File: config.mk
export PLATFORM = sky130hd
export DESIGN_NAME = bfdl_top
export DESIGN_NICKNAME = d
export VERILOG_FILES = /design/src/verilog/bfdl_parity.v /design/src/verilog/bfdl_top.v
export VERILOG_INCLUDE_DIRS = /design/src /design/src/verilog
export SDC_FILE = /design/constraint.sdc
export NUM_CORES = 1
export LEC_CHECK = 0
export ABC_AREA = 0
export BUFFER_PORTS_ARGS = -buffer_cell sky130_fd_sc_hd__buf_2
export CORE_MARGIN = 2
export CORE_UTILIZATION = 52
export CTS_BUF_LIST = sky130_fd_sc_hd__clkbuf_4
export DETAILED_ROUTE_END_ITERATION = 7
export GPL_TIMING_DRIVEN = 0
export PLACE_DENSITY = 0.79
export SYNTH_ARGS = -nofsm -noshare
export SYNTH_HDL_FRONTEND = slang
export SYNTH_SLANG_ARGS = --single-unit
File: constraint.sdc
create_clock -name sys_clk -period 1.77 [get_ports sys_clk]
set_clock_uncertainty 0.2 [all_clocks]
set_input_delay 0.177 -clock sys_clk [delete_from_list [all_inputs] [get_ports sys_clk]]
set_output_delay 0.177 -clock sys_clk [all_outputs]
set_load 0.005 [all_outputs]
File: src/verilog/bfdl_consts.vh
/*
  constants for the bus fault detection and lockstep block: line widths,
  the access timer limit, error type codes and the failed-access reply code.
  assumes nothing; definitions only.
*/
`ifndef BFDL_CONSTS_VH
`define BFDL_CONSTS_VH

// address/data and cycle-descriptor widths
`define BFDL_AD_W 32
`define BFDL_CD_W 6
// bus idle cycles tolerated before a timeout
`define BFDL_TIMEOUT_CYC 7'd64
// timer width
`define BFDL_TMR_W 7
// error type codes
`define BFDL_ERR_NONE 3'h0
`define BFDL_ERR_PARITY 3'h1
`define BFDL_ERR_TIMEOUT 3'h2
`define BFDL_ERR_UNSAFE 3'h3
`define BFDL_ERR_ARB 3'h4
`define BFDL_ERR_COMP 3'h5
// failed-access reply code for the cycle-descriptor field, arbitrary
`define BFDL_CD_BAD_ACCESS 6'h3f

`endif

File: src/verilog/bfdl_parity.v
/*
  interlaced even parity generator over address/data and cycle-descriptor lines.
  purely combinational; caller registers the result where needed.
*/
`timescale 1ns/1ps
`default_nettype none
`include "bfdl_consts.vh"

module bfdl_parity (
  input wire [`BFDL_AD_W-1:0] ad,
  input wire [`BFDL_CD_W-1:0] cd,
  output reg [1:0] par
);
  integer i;

  // bit 0 covers even lines, bit 1 odd, so adjacent shorts are caught
  always @* begin
    par = 2'h0;
    for (i = 0; i < `BFDL_AD_W; i = i + 1) begin
      par[i % 2] = par[i % 2] ^ ad[i];
    end
    for (i = 0; i < `BFDL_CD_W; i = i + 1) begin
      par[i % 2] = par[i % 2] ^ cd[i];
    end
  end
endmodule // bfdl_parity

`default_nettype wire

File: src/verilog/bfdl_top.v
/*
  error detection for a system bus interface unit: parity check and
  generation, outstanding-request timer with failed-access reply, and
  lockstep comparison with a twin unit over request and drive indicators.
  assumes all bus pins arrive from outside the clock domain and are
  synchronised here; the twin runs on the same bus clock.
*/
`timescale 1ns/1ps
`default_nettype none
`include "bfdl_consts.vh"

// Function
// - two interlaced even check bits generated
// - check bits valid and checked every cycle
// - parity mismatch flagged half cycle later
// - duplicated contention mismatches show on drive_indicator
// - timer runs while own request outstanding
// - reply or deferral clears the timer
// - timeout after more than 64 idle cycles
// - timeout sends failed-access reply packet
// - slow server asserts reply deferral
// - timeout always active, no disable
// - checker compares own output to bus
// - lockstep checks local receipt and bus transmit
// - twin request indicator marks local request
// - sensed request indicator alone: unsafe error
// - master or checker detects request mismatch
// - arbitrate after clean request; master drives
// - both assert drive indicator; checker drives only in alternate drive or when separated
// - sensed drive indicator alone: arbitration error
// - bitwise xor compare of ad and descriptor
// - master self-check raises component error
// - no compare on reports, parity, contention, deferral
// - alternate drive swaps roles every cycle
// - lockstep checks off when disabled or separated
module bfdl_top (
  input wire sys_clk,
  input wire rst_n,
  input wire [`BFDL_AD_W-1:0] bus_ad_in,
  input wire [`BFDL_CD_W-1:0] bus_cd_in,
  input wire [1:0] bus_par_in,
  input wire bus_busy_in,
  output reg [`BFDL_AD_W-1:0] bus_ad_out,
  output reg [`BFDL_CD_W-1:0] bus_cd_out,
  output reg [1:0] bus_par_out,
  output reg bus_oe,
  input wire loc_req,
  input wire [`BFDL_AD_W-1:0] loc_ad,
  input wire [`BFDL_CD_W-1:0] loc_cd,
  input wire arb_won,
  input wire req_at_head,
  input wire reply_rcvd,
  input wire reply_deferral_rcvd,
  input wire slow_access,
  output reg reply_deferral_out,
  output reg arb_req,
  input wire twin_req_in,
  output reg twin_req_out,
  output reg twin_req_oe,
  input wire drive_in,
  output reg drive_out,
  output reg drive_oe,
  input wire is_master,
  input wire alt_drive,
  input wire err_rpt_en,
  input wire separated,
  output reg err_valid,
  output reg [2:0] err_type,
  output reg pair_lost
);
  // two-stage synchronisers for every pin input
  reg [`BFDL_AD_W-1:0] ad_s1_reg, ad_reg;
  reg [`BFDL_CD_W-1:0] cd_s1_reg, cd_reg;
  reg [1:0] par_s1_reg, par_reg;
  reg busy_s1_reg, busy_reg;
  reg treq_s1_reg, treq_reg;
  reg drv_s1_reg, drv_reg;
  // access timer and outstanding flag
  reg [`BFDL_TMR_W-1:0] tmr_reg;
  reg outst_reg;
  // role toggle for alternate drive
  reg turn_reg;
  // what this unit sent two cycles earlier, for the compare
  reg [`BFDL_AD_W-1:0] sent_ad_reg;
  reg [`BFDL_CD_W-1:0] sent_cd_reg;
  reg sent_v_reg;
  // two more stages so the sent copy meets the synchronised bus word
  reg [`BFDL_AD_W-1:0] sent_ad_p1_reg, sent_ad_p2_reg;
  reg [`BFDL_CD_W-1:0] sent_cd_p1_reg, sent_cd_p2_reg;
  reg sent_v_p1_reg, sent_v_p2_reg;
  // own indicators delayed like the sensed ones, else a falling edge looks like a fault
  reg treq_own_d1_reg, treq_own_d2_reg, drv_own_d1_reg, drv_own_d2_reg;
  // parity error waits half a cycle on the falling edge
  reg par_err_neg_reg;
  reg par_err_reg;
  // local request captured for the bus phase
  reg pend_reg;
  reg [`BFDL_AD_W-1:0] pend_ad_reg;
  reg [`BFDL_CD_W-1:0] pend_cd_reg;
  reg timeout_pend_reg;

  wire [1:0] rx_par;
  wire [1:0] tx_par;
  reg [`BFDL_AD_W-1:0] tx_ad;
  reg [`BFDL_CD_W-1:0] tx_cd;
  wire chk_en;
  wire drive_now;
  wire unsafe_err;
  wire arb_err;
  wire comp_err;
  wire timeout;

  // parity of what was received
  bfdl_parity u_rx_par (
    .ad(ad_reg),
    .cd(cd_reg),
    .par(rx_par)
  );

  // parity of what is about to be driven
  bfdl_parity u_tx_par (
    .ad(tx_ad),
    .cd(tx_cd),
    .par(tx_par)
  );

  // synchronise pins: first stage feeds only the second
  always @(posedge sys_clk or negedge rst_n) begin
    if (!rst_n) begin
      ad_s1_reg <= {`BFDL_AD_W{1'b0}};
      ad_reg <= {`BFDL_AD_W{1'b0}};
      cd_s1_reg <= {`BFDL_CD_W{1'b0}};
      cd_reg <= {`BFDL_CD_W{1'b0}};
      par_s1_reg <= 2'h0;
      par_reg <= 2'h0;
      busy_s1_reg <= 1'b0;
      busy_reg <= 1'b0;
      treq_s1_reg <= 1'b0;
      treq_reg <= 1'b0;
      drv_s1_reg <= 1'b0;
      drv_reg <= 1'b0;
    end else begin
      ad_s1_reg <= bus_ad_in;
      ad_reg <= ad_s1_reg;
      cd_s1_reg <= bus_cd_in;
      cd_reg <= cd_s1_reg;
      par_s1_reg <= bus_par_in;
      par_reg <= par_s1_reg;
      busy_s1_reg <= bus_busy_in;
      busy_reg <= busy_s1_reg;
      treq_s1_reg <= twin_req_in;
      treq_reg <= treq_s1_reg;
      drv_s1_reg <= drive_in;
      drv_reg <= drv_s1_reg;
    end
  end

  // checks off when disabled or split
  assign chk_en = err_rpt_en & ~separated;

  // alternate drive flips roles each cycle
  assign drive_now = alt_drive ? (is_master ^ turn_reg) : is_master;

  // output data: timeout reply wins over the pending request
  always @* begin
    if (timeout_pend_reg) begin
      tx_ad = pend_ad_reg;
      tx_cd = `BFDL_CD_BAD_ACCESS;
    end else begin
      tx_ad = pend_ad_reg;
      tx_cd = pend_cd_reg;
    end
  end

  // check bits compared on every cycle, idle included
  always @(negedge sys_clk or negedge rst_n) begin
    if (!rst_n) begin
      par_err_neg_reg <= 1'b0;
    end else begin
      // mismatch raised half a cycle after receipt
      par_err_neg_reg <= (rx_par != par_reg);
    end
  end

  // bring the half-cycle flag back onto the rising edge
  always @(posedge sys_clk or negedge rst_n) begin
    if (!rst_n) begin
      par_err_reg <= 1'b0;
    end else begin
      par_err_reg <= par_err_neg_reg;
    end
  end

  // sensed request without own is unsafe
  assign unsafe_err = chk_en & treq_reg & ~treq_own_d2_reg;
  // sensed drive without own is arbitration error
  // duplicated contention faults appear here too
  assign arb_err = chk_en & drv_reg & ~drv_own_d2_reg;
  // xor compare of ad and descriptor only
  // checker compares own intent with bus
  // master self-check uses the same compare
  // covers transmit of locally received data
  assign comp_err = chk_en & sent_v_reg &
                    (|(ad_reg ^ sent_ad_reg) | |(cd_reg ^ sent_cd_reg));

  // timeout after more than 64 idle cycles
  assign timeout = outst_reg & (tmr_reg == `BFDL_TIMEOUT_CYC) & ~busy_reg;

  // access timer; no enable input exists
  always @(posedge sys_clk or negedge rst_n) begin
    if (!rst_n) begin
      tmr_reg <= {`BFDL_TMR_W{1'b0}};
      outst_reg <= 1'b0;
    end else if (reply_rcvd | reply_deferral_rcvd | timeout) begin
      tmr_reg <= {`BFDL_TMR_W{1'b0}};
      outst_reg <= 1'b0;
    end else if (req_at_head & ~outst_reg) begin
      // start when own request at head
      tmr_reg <= {`BFDL_TMR_W{1'b0}};
      outst_reg <= 1'b1;
    end else if (outst_reg) begin
      // only idle cycles count toward the limit
      if (busy_reg) begin
        tmr_reg <= {`BFDL_TMR_W{1'b0}};
      end else if (tmr_reg != `BFDL_TIMEOUT_CYC) begin
        tmr_reg <= tmr_reg + 7'd1;
      end
    end
  end

  // local request capture and twin indicator
  always @(posedge sys_clk or negedge rst_n) begin
    if (!rst_n) begin
      pend_reg <= 1'b0;
      pend_ad_reg <= {`BFDL_AD_W{1'b0}};
      pend_cd_reg <= {`BFDL_CD_W{1'b0}};
      twin_req_out <= 1'b0;
      timeout_pend_reg <= 1'b0;
    end else begin
      if (loc_req & ~pend_reg) begin
        // tell the twin a request arrived
        pend_reg <= 1'b1;
        pend_ad_reg <= loc_ad;
        pend_cd_reg <= loc_cd;
        twin_req_out <= 1'b1;
      end else if (arb_won & pend_reg) begin
        pend_reg <= 1'b0;
        twin_req_out <= 1'b0;
      end
      // timeout reply queued until the bus is won
      if (timeout) begin
        timeout_pend_reg <= 1'b1;
      end else if (arb_won & timeout_pend_reg) begin
        timeout_pend_reg <= 1'b0;
      end
    end
  end

  // arbitrate while a request is pending unless an unsafe error is flagged
  always @(posedge sys_clk or negedge rst_n) begin
    if (!rst_n) begin
      arb_req <= 1'b0;
    end else begin
      arb_req <= (pend_reg | timeout_pend_reg) & ~arb_won & ~unsafe_err;
    end
  end

  // bus drive, drive indicator and sent copy for compare
  always @(posedge sys_clk or negedge rst_n) begin
    if (!rst_n) begin
      turn_reg <= 1'b0;
      bus_ad_out <= {`BFDL_AD_W{1'b0}};
      bus_cd_out <= {`BFDL_CD_W{1'b0}};
      bus_par_out <= 2'h0;
      bus_oe <= 1'b0;
      drive_out <= 1'b0;
      drive_oe <= 1'b0;
      sent_ad_reg <= {`BFDL_AD_W{1'b0}};
      sent_cd_reg <= {`BFDL_CD_W{1'b0}};
      sent_v_reg <= 1'b0;
      sent_ad_p1_reg <= {`BFDL_AD_W{1'b0}};
      sent_ad_p2_reg <= {`BFDL_AD_W{1'b0}};
      sent_cd_p1_reg <= {`BFDL_CD_W{1'b0}};
      sent_cd_p2_reg <= {`BFDL_CD_W{1'b0}};
      sent_v_p1_reg <= 1'b0;
      sent_v_p2_reg <= 1'b0;
      treq_own_d1_reg <= 1'b0;
      treq_own_d2_reg <= 1'b0;
      drv_own_d1_reg <= 1'b0;
      drv_own_d2_reg <= 1'b0;
    end else begin
      turn_reg <= ~turn_reg;
      bus_ad_out <= tx_ad;
      bus_cd_out <= tx_cd;
      bus_par_out <= tx_par;
      // both indicate drive; drive_now unit enables buffers, both units when separated
      drive_out <= arb_won;
      drive_oe <= arb_won;
      bus_oe <= arb_won & (drive_now | separated);
      // sent copy trails the bus by the two synchroniser stages
      sent_ad_p1_reg <= tx_ad;
      sent_ad_p2_reg <= sent_ad_p1_reg;
      sent_ad_reg <= sent_ad_p2_reg;
      sent_cd_p1_reg <= tx_cd;
      sent_cd_p2_reg <= sent_cd_p1_reg;
      sent_cd_reg <= sent_cd_p2_reg;
      sent_v_p1_reg <= arb_won;
      sent_v_p2_reg <= sent_v_p1_reg;
      sent_v_reg <= sent_v_p2_reg;
      treq_own_d1_reg <= twin_req_out;
      treq_own_d2_reg <= treq_own_d1_reg;
      drv_own_d1_reg <= drive_out;
      drv_own_d2_reg <= drv_own_d1_reg;
    end
  end

  // twin request pin enable follows own request
  always @* begin
    twin_req_oe = twin_req_out;
  end

  // deferral for accesses longer than the timer
  always @(posedge sys_clk or negedge rst_n) begin
    if (!rst_n) begin
      reply_deferral_out <= 1'b0;
    end else begin
      reply_deferral_out <= slow_access;
    end
  end

  // one-cycle typed error event, fixed priority
  always @(posedge sys_clk or negedge rst_n) begin
    if (!rst_n) begin
      err_valid <= 1'b0;
      err_type <= `BFDL_ERR_NONE;
      pair_lost <= 1'b0;
    end else begin
      err_valid <= par_err_reg | timeout | unsafe_err | arb_err | comp_err;
      if (unsafe_err) begin
        err_type <= `BFDL_ERR_UNSAFE;
      end else if (arb_err) begin
        err_type <= `BFDL_ERR_ARB;
      end else if (comp_err) begin
        err_type <= `BFDL_ERR_COMP;
      end else if (par_err_reg) begin
        err_type <= `BFDL_ERR_PARITY;
      end else if (timeout) begin
        err_type <= `BFDL_ERR_TIMEOUT;
      end else begin
        err_type <= `BFDL_ERR_NONE;
      end
      // loss of pair sync is permanent until reset
      if (unsafe_err) begin
        pair_lost <= 1'b1;
      end
    end
  end
endmodule // bfdl_top

`default_nettype wire

==> run summary <==
Filler cells = 986
Slew @ Worst Pin = 0.7052 ns
largest net degree at the start of global routing = 141
Die Y = 132.6 um
max_slew headroom = 0.5298
Crit path depth = 5
router iterations before antenna repair = 4
Synth area leader = dfrtp_1
initial antenna violation count = 1
gr usage total = 0.2323
core area = 0.01635 mm2
CTS buffer count = 67
drt initial violations = 144
Post-Syn Area = 0.008603 mm2
YS warnings = 0
Cells after DPL = 867
Final Power = 0.01524 W
Non-Filler Instances = 1113
top cell type's share of synthesized area = 0.7708
die area = 0.01759 mm2
min-delay worst type = input port to asynchronous set/reset pin
synth top area cells = dfrtp_1 (77%), xnor2_1 (7.0%), mux2_2 (5.0%), xor2_1 (4.6%), nor4_1 (0.95%)
via count = 5156
via/cell ratio = 4.633
Worst Reg-to-Reg Cells = 5
Crit path largest cell delay = 0.46 ns
Syn Nets = 597
Root Driver = clkbuf_4
fraction of layout cells with a size suffix above 1 = 0.3610
Comb pwr share = 0.186
vias in the first global route = 5988
PwrDens = 1275 mW/mm2
sequential area share after synthesis = 0.7737
Initial Util = 0.5263
CP cell instances = xnor2_2 -> xnor2_1 -> xnor3_1 -> xnor2_2 -> nand2_1
synth unique cells = 30
Routed wire per std cell = 17.70 um
CTS tree = yes
failing checks = hold timing, setup timing
Layout area overhead = 38.90%
sw frac = 0.2741
critical path class = flop to flop
WP buf/inv = 0
Final ANT Viol Nets = 0
Mean Syn Cell Area = 17.14 um2
worst path arrival time = 2.11 ns
final hold slack = -0.7116 ns
die width = 132.6 um
most common cell after layout, fill and taps aside = dfrtp_1
Mapped Cells = 502
outcome = finished with violations
most frequently used flop master after synthesis = dfrtp_1
RePlAce Congestion = 0.7822
Clk pwr share = 0.313
FF+latch count, synth = 266
number of flops mapped to enable cells by yosys = 0
I/O Buffers = 144
final worst slack = -1.016 ns
Post-synth ARST share = 1.000
Row Count = 47
DPL Wire Length = 11180 um
CTS clock-pin slew for the worst setup and hold paths = 0.07 ns
worst skew pair latency = 0.64 ns
clk sinks = 266
Crit path top cell by count = xnor2_2
Final nets = 949
maximum capacitance violations = 0
CTS max path bufs = 3
static leakage = 5.528 nW
max-slew violation count = 0
P_int = 0.01106 W
Critical Path RT = 1.10 ns
Hold Buf Count CTS = 134
Top-Level Pins = 145
Worst setup EP type = flop
Worst path slowest cell = xnor3_1
RSZ-0062 raised after global routing = true
Sequential Power Share = 0.501
critical path's top delay family = XOR/XNOR gates
sw power = 0.004178 W
Peak VDD IR = 0.8711 mV
Final Hold Fails = 265
setup violators final = 6
final wirelength = 19700 um
global-route wire length before repair = 30620 um
Place WS = -1.089 ns
Layout Utilization = 0.7310
type of origin of the critical path = flop
commonest non-fill, non-tap cells in the layout = dfrtp_1 (263), buf_2 (146), dlygate4sd3_1 (134), clkbuf_4 (96), xnor2_1 (61)
# H-tree levels = 3
# DRC = 0
critical-path maximum fanout = 2
grt total ovfl = 0
-- cell usage after synthesis, types with 2 or more instances --
master,number
nor3_1,3
xor2_1,45
ha_1,2
nor2_1,12
inv_1,6
buf_1,2
xnor2_1,69
nand3_1,5
nor2b_1,2
dfrtp_1,265
nand4_1,4
nor4_1,13
and3b_1,2
buf_4,2
a21o_1,2
a21oi_1,2
nand2_1,6
buf_2,3
mux2_2,38
xnor3_1,2
or2_2,6
o21ai_0,3
-- area by class of cell --
class,count,area (um2),share of cell area
flip-flops and latches,266,6659,0.5572
repair buffers,284,2157,0.1805
multi-input cells,222,2016,0.1687
clock buffers,96,720.7,0.06031
well taps,220,275.3,0.02303
plain buffers,7,55.05,0.004607
clock inverters,11,42.54,0.003560
inverters,6,22.52,0.001885
diodes,1,2.502,0.0002094
-- power by group through the flow --
stage,logic (W),registers (W),clock network (W)
finish,0.00284,0.00763,0.00477
global route,0.00303,0.00773,0.00526
CTS,0.00268,0.00761,0.00481
detailed placement,0.00236,0.00772,0
global placement,0.00230,0.00765,0
floorplan,0.00147,0.00759,0
-- layer usage --
layer,wire length (um),GRT usage
met2,10680,0.4131
met1,7446,0.2595
met5,0,0
met3,1058,0.07356
met4,508,0.09498
-- what timing repair did --
action                     CTS  global route
setup endpoints to repair   53            14
resized for setup           25            10
pin swaps                   16             9
setup buffers                1             2
hold endpoints to repair   364           195
cloned                       0             2
-- cell families (layout without fill, tap and decap cells) --
logic type / Yosys count / in the layout / synth area share
flip-flops: 266 / 266 / 0.7737
XOR/XNOR: 116 / 116 / 0.1213
AND/OR/NAND/NOR: 57 / 57 / 0.03607
multiplexers: 38 / 38 / 0.04974
buffers and inverters: 14 / 404 / 0.007416
AO/OA/AOI/OAI: 9 / 9 / 0.008871
adder cells (fa/ha/maj): 2 / 2 / 0.002908
other: 0 / 1 / 0
-- through the flow --
stage               setup TNS, ns  area, um2  hold slack [ns]
CTS                        -1.922      11860          -0.6860
detailed placement         -16.44       9637          0.08660
finish                     -2.183      11950          -0.7116
floorplan                 -0.7566       8603          -0.3186
global route               -2.457      11950          -0.6749
global placement         -1046.38       9599          0.08465
-- worst paths after layout --
| kind | from | end | slack [ns] |
|---|---|---|---|
| max reg2reg | ad_reg[20] | par_err_neg_reg | -1.02 |
| max in group asynchronous | rst_n | par_err_neg_reg | 0.46 |
| min reg2reg | sent_ad_p2_reg[31] | sent_ad_reg[31] | 0.14 |
| max | ad_reg[20] | par_err_neg_reg | -1.02 |
| min in group sys_clk | arb_won | sent_v_p1_reg | 0.05 |
| min | rst_n | ad_s1_reg[19] | -0.71 |
(Power assumes the default switching activity.)
